==> config.mk <==
export PLATFORM = sky130hd
export DESIGN_NAME = blr_line_router
export DESIGN_NICKNAME = d
export VERILOG_FILES = /design/src/rtl/blr_line_router.v /design/src/rtl/blr_line_path.v
export VERILOG_INCLUDE_DIRS = /design/src /design/src/rtl
export SDC_FILE = /design/constraint.sdc
export NUM_CORES = 1
export LEC_CHECK = 0
export BUFFER_PORTS_ARGS = -buffer_cell sky130_fd_sc_hd__buf_2
export CORE_MARGIN = 10
export CORE_UTILIZATION = 37
export DETAILED_ROUTE_END_ITERATION = 7
export PLACE_DENSITY_LB_ADDON = 0.12
export RECOVER_POWER = 25
export SKIP_LAST_GASP = 1
export SYNTH_ARGS = -nofsm -noshare
export SYNTH_HDL_FRONTEND = slang
export SYNTH_SLANG_ARGS = --single-unit
export TNS_END_PERCENT = 100
==> constraint.sdc <==
create_clock -name REF_CLK_I -period 1.43 [get_ports REF_CLK_I]
set_input_delay 0.286 -clock REF_CLK_I [delete_from_list [all_inputs] [get_ports REF_CLK_I]]
set_output_delay 0.286 -clock REF_CLK_I [all_outputs]
set_load 0.01 [all_outputs]
==> src/rtl/blr_defines.vh <==
// constants for the backplane line router: offsets, fields, resets
// assumes a 16-bit register port with byte-address offsets
//
// Function
// - irq register bits 15 and 7 read zero, ignored
// - irq enables in bits 14..8, lines 7..1
// - irq directions in bits 6..0, lines 7..1
// - disabled irq line routed in neither direction
// - irq dir 0: backplane line drives extension line
// - irq dir 1: extension line drives backplane line
// - hard reset clears all irq and trigger enables
// - trigger enables in bits 15..8, lines 7..0
// - disabled trigger line routed in neither direction
// - trigger directions bits 7..0; 0: backplane drives extension
// - trigger dir 1: extension drives backplane line
// - irq routing register, 16-bit, offset 12 hex
// - trigger routing register, 16-bit, offset 14 hex
`ifndef BLR_DEFINES_VH
`define BLR_DEFINES_VH

// ==========================================================
// register offsets (byte address from register base)
`define BLR_ADDR_W 6
`define BLR_IRQ_ROUTE_OFS 6'h12
`define BLR_TRG_ROUTE_OFS 6'h14

// ==========================================================
// field positions
`define BLR_IRQ_EN_MSB 14
`define BLR_IRQ_EN_LSB 8
`define BLR_IRQ_DIR_MSB 6
`define BLR_IRQ_DIR_LSB 0
`define BLR_TRG_EN_MSB 15
`define BLR_TRG_EN_LSB 8
`define BLR_TRG_DIR_MSB 7
`define BLR_TRG_DIR_LSB 0

// ==========================================================
// reset values
`define BLR_IRQ_ROUTE_RST 16'h0000
`define BLR_TRG_ROUTE_RST 16'h0000

`endif

==> src/rtl/blr_line_router.v <==
// backplane line router: two routing registers and the line paths
// assumes a simple 16-bit register port on REF_CLK_I, pins asynchronous
`include "blr_defines.vh"
`default_nettype none

module blr_line_router #(
	parameter IRQ_N = 7,
	parameter TRG_N = 8
) (
	// clock and reset
	input wire REF_CLK_I,
	input wire RESETN_I,
	// register port
	input wire [`BLR_ADDR_W-1:0] REG_ADDR_I,
	input wire REG_WR_I,
	input wire REG_RD_I,
	input wire [1:0] REG_BE_I,
	input wire [15:0] REG_WDATA_I,
	output wire [15:0] REG_RDATA_O,
	output wire REG_ACK_O,
	// backplane interrupt request lines 7..1 as bits 6..0
	input wire [IRQ_N-1:0] BP_IRQ_N_I,
	output wire [IRQ_N-1:0] BP_IRQ_O,
	output wire [IRQ_N-1:0] BP_IRQ_OE_N_O,
	// extension interrupt lines
	input wire [IRQ_N-1:0] EXT_IRQ_N_I,
	output wire [IRQ_N-1:0] EXT_IRQ_O,
	output wire [IRQ_N-1:0] EXT_IRQ_OE_N_O,
	// backplane ttl trigger lines 7..0
	input wire [TRG_N-1:0] BP_TRG_N_I,
	output wire [TRG_N-1:0] BP_TRG_O,
	output wire [TRG_N-1:0] BP_TRG_OE_N_O,
	// extension trigger lines
	input wire [TRG_N-1:0] EXT_TRG_N_I,
	output wire [TRG_N-1:0] EXT_TRG_O,
	output wire [TRG_N-1:0] EXT_TRG_OE_N_O
);

	// ==========================================================
	// routing registers
	reg [IRQ_N-1:0] irq_route_enable_r;
	reg [IRQ_N-1:0] irq_route_direction_r;
	reg [TRG_N-1:0] trigger_route_enable_r;
	reg [TRG_N-1:0] trigger_route_direction_r;
	reg [15:0] rdata_r;
	reg [15:0] rdata_nxt;
	reg ack_r;
	wire [15:0] irq_rst;
	wire [15:0] trg_rst;
	wire sel_irq;
	wire sel_trg;
	wire [15:0] irq_view;
	wire [15:0] trg_view;

	assign irq_rst = `BLR_IRQ_ROUTE_RST;
	assign trg_rst = `BLR_TRG_ROUTE_RST;

	// bit 0 of the address picks a byte lane and is ignored here
	assign sel_irq = ({REG_ADDR_I[`BLR_ADDR_W-1:1], 1'b0} ==
		`BLR_IRQ_ROUTE_OFS);
	assign sel_trg = ({REG_ADDR_I[`BLR_ADDR_W-1:1], 1'b0} ==
		`BLR_TRG_ROUTE_OFS);

	// ==========================================================
	// register writes; byte lanes let 8-bit masters set one half
	always @(posedge REF_CLK_I) begin
		if (!RESETN_I) begin
			// hard reset disables all routing
			irq_route_enable_r <=
				irq_rst[`BLR_IRQ_EN_MSB:`BLR_IRQ_EN_LSB];
			irq_route_direction_r <=
				irq_rst[`BLR_IRQ_DIR_MSB:`BLR_IRQ_DIR_LSB];
			trigger_route_enable_r <=
				trg_rst[`BLR_TRG_EN_MSB:`BLR_TRG_EN_LSB];
			trigger_route_direction_r <=
				trg_rst[`BLR_TRG_DIR_MSB:`BLR_TRG_DIR_LSB];
		end else if (REG_WR_I) begin
			if (sel_irq && REG_BE_I[1]) begin
				// bit 15 is dropped on write
				irq_route_enable_r <=
					REG_WDATA_I[`BLR_IRQ_EN_MSB:`BLR_IRQ_EN_LSB];
			end
			if (sel_irq && REG_BE_I[0]) begin
				// bit 7 is dropped on write
				irq_route_direction_r <=
					REG_WDATA_I[`BLR_IRQ_DIR_MSB:`BLR_IRQ_DIR_LSB];
			end
			if (sel_trg && REG_BE_I[1]) begin
				trigger_route_enable_r <=
					REG_WDATA_I[`BLR_TRG_EN_MSB:`BLR_TRG_EN_LSB];
			end
			if (sel_trg && REG_BE_I[0]) begin
				trigger_route_direction_r <=
					REG_WDATA_I[`BLR_TRG_DIR_MSB:`BLR_TRG_DIR_LSB];
			end
		end
	end

	// ==========================================================
	// read back
	assign irq_view = {1'b0, irq_route_enable_r,
		1'b0, irq_route_direction_r};
	assign trg_view = {trigger_route_enable_r, trigger_route_direction_r};

	always @* begin
		rdata_nxt = rdata_r;
		if (REG_RD_I && !REG_WR_I) begin
			if (sel_irq) begin
				rdata_nxt = irq_view;
			end else if (sel_trg) begin
				rdata_nxt = trg_view;
			end else begin
				// unmapped offsets read as zero
				rdata_nxt = 16'h0000;
			end
		end
	end

	always @(posedge REF_CLK_I) begin
		if (!RESETN_I) begin
			rdata_r <= 16'h0000;
			ack_r <= 1'b0;
		end else begin
			rdata_r <= rdata_nxt;
			ack_r <= REG_RD_I | REG_WR_I;
		end
	end

	assign REG_RDATA_O = rdata_r;
	assign REG_ACK_O = ack_r;

	// ==========================================================
	// line paths
	blr_line_path #(
		.N(IRQ_N)
	) u_irq (
		.clk_i(REF_CLK_I),
		.rst_n_i(RESETN_I),
		.en_i(irq_route_enable_r),
		.dir_i(irq_route_direction_r),
		.bp_n_i(BP_IRQ_N_I),
		.bp_o(BP_IRQ_O),
		.bp_oe_n_o(BP_IRQ_OE_N_O),
		.ext_o(EXT_IRQ_O),
		.ext_oe_n_o(EXT_IRQ_OE_N_O),
		.ext_n_i(EXT_IRQ_N_I)
	);

	blr_line_path #(
		.N(TRG_N)
	) u_trg (
		.clk_i(REF_CLK_I),
		.rst_n_i(RESETN_I),
		.en_i(trigger_route_enable_r),
		.dir_i(trigger_route_direction_r),
		.bp_n_i(BP_TRG_N_I),
		.bp_o(BP_TRG_O),
		.bp_oe_n_o(BP_TRG_OE_N_O),
		.ext_o(EXT_TRG_O),
		.ext_oe_n_o(EXT_TRG_OE_N_O),
		.ext_n_i(EXT_TRG_N_I)
	);

endmodule

`default_nettype wire

==> src/rtl/blr_line_path.v <==
// per-line routing of a group of open-drain, active-low lines
// assumes pins come from outside the clock domain
`default_nettype none

module blr_line_path #(
	parameter N = 8
) (
	// clock and reset
	input wire clk_i,
	input wire rst_n_i,
	// routing control
	input wire [N-1:0] en_i,
	input wire [N-1:0] dir_i,
	// backplane side
	input wire [N-1:0] bp_n_i,
	output wire [N-1:0] bp_o,
	output wire [N-1:0] bp_oe_n_o,
	// extension side
	output wire [N-1:0] ext_o,
	output wire [N-1:0] ext_oe_n_o,
	input wire [N-1:0] ext_n_i
);

	// open drain: the pin data is always low, only the enable moves
	assign bp_o = {N{1'b0}};
	assign ext_o = {N{1'b0}};

	genvar g;
	generate
		for (g = 0; g < N; g = g + 1) begin : line
			reg bp_s1_r;
			reg bp_s2_r;
			reg ext_s1_r;
			reg ext_s2_r;
			reg bp_oe_n_r;
			reg ext_oe_n_r;
			wire to_ext;
			wire to_bp;

			// ==========================================================
			// two-flop synchronisers, idle high
			always @(posedge clk_i) begin
				if (!rst_n_i) begin
					bp_s1_r <= 1'b1;
					bp_s2_r <= 1'b1;
					ext_s1_r <= 1'b1;
					ext_s2_r <= 1'b1;
				end else begin
					bp_s1_r <= bp_n_i[g];
					bp_s2_r <= bp_s1_r;
					ext_s1_r <= ext_n_i[g];
					ext_s2_r <= ext_s1_r;
				end
			end

			// ==========================================================
			// drive decision; a disabled line never pulls either side
			assign to_ext = en_i[g] & ~dir_i[g];
			assign to_bp = en_i[g] & dir_i[g];

			// the driven side is never the sampled source, so no loop
			always @(posedge clk_i) begin
				if (!rst_n_i) begin
					bp_oe_n_r <= 1'b1;
					ext_oe_n_r <= 1'b1;
				end else begin
					// level follow, no latching
					ext_oe_n_r <= ~(to_ext & ~bp_s2_r);
					bp_oe_n_r <= ~(to_bp & ~ext_s2_r);
				end
			end

			assign bp_oe_n_o[g] = bp_oe_n_r;
			assign ext_oe_n_o[g] = ext_oe_n_r;
		end
	endgenerate

endmodule

`default_nettype wire

==> results.md <==
CTS:
- The H-tree was split into 4 levels.
- The clock passes through at most 2 buffers.
- The clock latency at the later pin of the worst-skew pair is 0.41 ns.
- The total of hold buffers inserted after clock tree synthesis is 0.
- After clock tree synthesis, the clock-pin slew on the worst setup and hold paths is 0.06 ns.
- The number of setup buffers added after CTS is 0.
- The clock root buffer is sky130_fd_sc_hd__clkbuf_16.
- The number of clock buffers inserted by TritonCTS is 17.
- TritonCTS built the clock tree.
- After clock tree synthesis, the repair step resized 0 gates.
- Clock tree synthesis found a total of 137 sinks.

Power:
- Internal power comes to 7.29 mW.
- In this run the power spent charging and discharging nets is 1.86 mW.
- Net switching is 20.3% of the power.
- For this design the static power due to leakage is 2.38 nW.
- Per report_power, the clock group accounts for 52.2% of the total.
- Total power for the finished layout comes to 9.15 mW.
- The combinational group share of total power is 4.6%.
- The fraction of power consumed by sequential logic is 43.2%.
- The power density over the cells is 1550 mW/mm^2.
- Across the VDD grid, the largest voltage drop is 795 uV.

Global route:
- The via count of the first global-routing pass came to 3449.
- The total global routing overflow is 0.
- The wire length of the first global-routing pass is 18100 um.
- Global routing used 12.8% of the available tracks.
- Entering global routing, the biggest net connects 42 pins.
- The number of antenna violations at the first check in global routing came to 0.

STA:
- The smallest clock period supported by the final layout is computed as 1.20 ns.
- The hold violation total from the final report is 0.
- Setup repair after global routing left no endpoint under its margin.
- Across all hold checks on the routed design, the worst slack comes to 0.0525 ns.
- The maximum clock skew at final layout is 0.00560 ns.
- The peak clock frequency supported by timing is 832 MHz.
- The final critical path takes up 84.1% of the cycle.
- The worst path meets setup with 0.228 ns of slack.
- The final number of max-transition violations is 0.
- Setup violations remaining at the end of the flow were counted as 0.
- The final setup TNS is 0 ns.

Layout:
- The layout net count is 604.
- The fraction of layout cells with a size suffix above 1 is 27.2%.
- The most frequent standard cell in the layout excluding fill and tap cells is sky130_fd_sc_hd__dfxtp_1.
- The cell area after layout is 0.00592 mm^2.
- The signed area change from the synthesized netlist to the final layout is 22.8%.
- The final cell count without fillers is 731.
- The top cell types in the final layout, fill and taps aside, are sky130_fd_sc_hd__dfxtp_1 (137), sky130_fd_sc_hd__buf_2 (102), sky130_fd_sc_hd__nand2b_1 (61).
- The final design utilization is 46.7%.
- The number of antenna diodes in the final layout is 0.

Detailed routing:
- The total number of vias is 3262.
- The number of optimization iterations in the first detailed-route pass is 4.
- The initial DRC count is 233.
- The post-detailed-route DRC marker count is 0.
- Dividing the detail-routed wire length by the instance count gives 15.1 um.
- The vias per cell is 4.46.
- The total wire length is 11100 um.
- The number of nets still failing antenna checks after routing is 0.

Critical path:
- The worst-path maximum fanout is 2.
- The gate family responsible for the most delay along the worst path is flip-flops.
- Data arrives at the worst endpoint at 0.92 ns.
- Counting both buffers and inverters, the worst setup path holds a total of 1.
- The signal on the critical path passes through buf_2.
- The worst register-to-register path has a setup slack of 0.48 ns.
- The worst-path cell with the longest stage delay is sky130_fd_sc_hd__dfxtp_1.
- The startpoint of the most critical register-to-register path is trigger_route_enable_r[7].
- The critical path launch point type is a flop.
- For this run, the slowest stage of the critical path takes 0.36 ns.
- The worst setup path is of the flop to output port kind.
- The required time at the endpoint of the critical path is 1.14 ns.
- The element type at the critical path end is an output port.
- The launch point of the critical path is REG_RDATA_O[5].

Floorplanning:
- For this configuration, the core starts out at a cell density of 38.0%.
- In this run the horizontal extent of the chip is 134 um.
- The die extent in y is 134 um.
- The region available for standard cell placement spans 0.0127 mm^2.
- 135 I/O pins were placed.
- The floorplan step defined a die boundary enclosing 0.0180 mm^2.
- The initialized floorplan defines 41 standard-cell rows.

Logic synthesis:
- The gate count of the mapped netlist is 465.
- The netlist uses 22 different library cells.
- Counting flops and latches in the post-synthesis netlist gives 137.
- After synthesis, the mean cell area works out to 10.4 um^2.
- Summing the sequential cell areas from Yosys gives 56.9% of the chip area.
- After synthesis the cells add up to 0.00482 mm^2.
- The Yosys warning count is 0.

Min path:
- The worst hold path startpoint is BP_TRG_N_I[7].
- The classification of the worst-slack hold path is input pin to flop.

Placement:
- The quantity of I/O buffers inserted on ports is 103.
- The number of cells in the design after placement is 699.
- The half-perimeter wire length after detailed placement is 8060 um.
- The placed instances occupy a cell area of 0.00527 mm^2.
- The worst setup timing slack at the placement stage is 0.0217 ns.
- The congestion estimate from routability-driven global placement came to 0.746.

Job:
- The tool flagged a number of max-cap violations equal to 0.

Outcome:
- The flow ran to the end, and the final reports show no timing, DRC or antenna violations.
-- cells by family (layout without fill, tap and decap cells) --
group | count (synthesis) | in the layout | share of synthesized area [%]
compound gates | 45 | 45 | 5.19
buf+inv | 89 | 154 | 12.2
flops | 137 | 137 | 56.9
mux | 30 | 30 | 6.23
other cells | 1 | 30 | 0.0778
simple gates | 163 | 163 | 19.4
-- state kept, by name (all words and copies together) (netlist names) --
register                   flops
irq_route_enable_r             7
u_irq.line.ext_s1_r            7
u_trg.line.bp_s2_r             8
u_irq.line.bp_s1_r             7
u_trg.line.ext_oe_n_r          8
irq_route_direction_r          7
u_trg.line.ext_s1_r            8
u_irq.line.bp_oe_n_r           7
u_irq.line.bp_s2_r             7
trigger_route_enable_r         8
trigger_route_direction_r      8
REG_RDATA_O                   16
u_trg.line.ext_s2_r            8
u_irq.line.ext_oe_n_r          7
u_irq.line.ext_s2_r            7
REG_ACK_O                      1
u_trg.line.bp_oe_n_r           8
u_trg.line.bp_s1_r             8
-- power groups by stage --
stage	sequential, mW	clock [mW]	combinational (mW)
final	3.96	4.78	0.418
after global placement	4.04	0	0.417
after floorplan	4.04	0	0.291
after global routing	3.97	5.02	0.473
after CTS	3.96	4.88	0.423
after detailed placement	4.04	0	0.421
-- final cells by class --
class,count,area (um^2)
Tap cell,172,215
Clock inverter,11,191
Sequential cell,137,2740
Fill cell,1244,6750
Timing Repair Buffer,122,707
Clock buffer,21,460
Multi-Input combinational cell,268,1610
-- synthesized netlist by cell type --
library cell	number	area share [%]
sky130_fd_sc_hd__buf_4	64	10
sky130_fd_sc_hd__a31oi_1	14	1.8
sky130_fd_sc_hd__o21ai_0	11	1.1
sky130_fd_sc_hd__dfxtp_1	137	57
sky130_fd_sc_hd__buf_1	1	0.078
sky130_fd_sc_hd__or3_1	15	1.9
sky130_fd_sc_hd__nor3b_2	1	0.26
sky130_fd_sc_hd__conb_1	1	0.078
sky130_fd_sc_hd__nand4b_1	15	2.7
sky130_fd_sc_hd__and4_1	4	0.73
sky130_fd_sc_hd__nor2b_1	3	0.39
sky130_fd_sc_hd__o21ai_1	3	0.31
sky130_fd_sc_hd__a21oi_1	14	1.5
sky130_fd_sc_hd__clkbuf_1	13	1.0
sky130_fd_sc_hd__a21boi_1	2	0.31
sky130_fd_sc_hd__nand2b_1	61	7.9
sky130_fd_sc_hd__nand4_1	2	0.26
sky130_fd_sc_hd__buf_2	11	1.1
sky130_fd_sc_hd__mux2i_1	30	6.2
sky130_fd_sc_hd__o21a_1	1	0.16
sky130_fd_sc_hd__nand3_1	14	1.5
sky130_fd_sc_hd__nand2_1	48	3.7
-- worst paths after layout --
| check | endpoint | cells after the start |
|---|---|---|
| setup / recovery | REG_RDATA_O[5] | 1 |
| hold / removal | u_trg.line[7].bp_s1_r | 2 |
| setup reg to reg | u_trg.line[7].ext_oe_n_r | 2 |
| hold reg to reg | u_trg.line[7].ext_s2_r | 1 |
-- layer usage --
metal / global-route usage [%] / routed length (um) / vias to the layer above
li1: - / - / 1626
met1: 16.0 / 5230 / 1526
met2: 18.9 / 4850 / 97
met3: 5.45 / 847 / 13
met4: 5.08 / 144 / 0
met5: 0 / 0 / -
No activity file was read; power rests on OpenSTA's default activity.
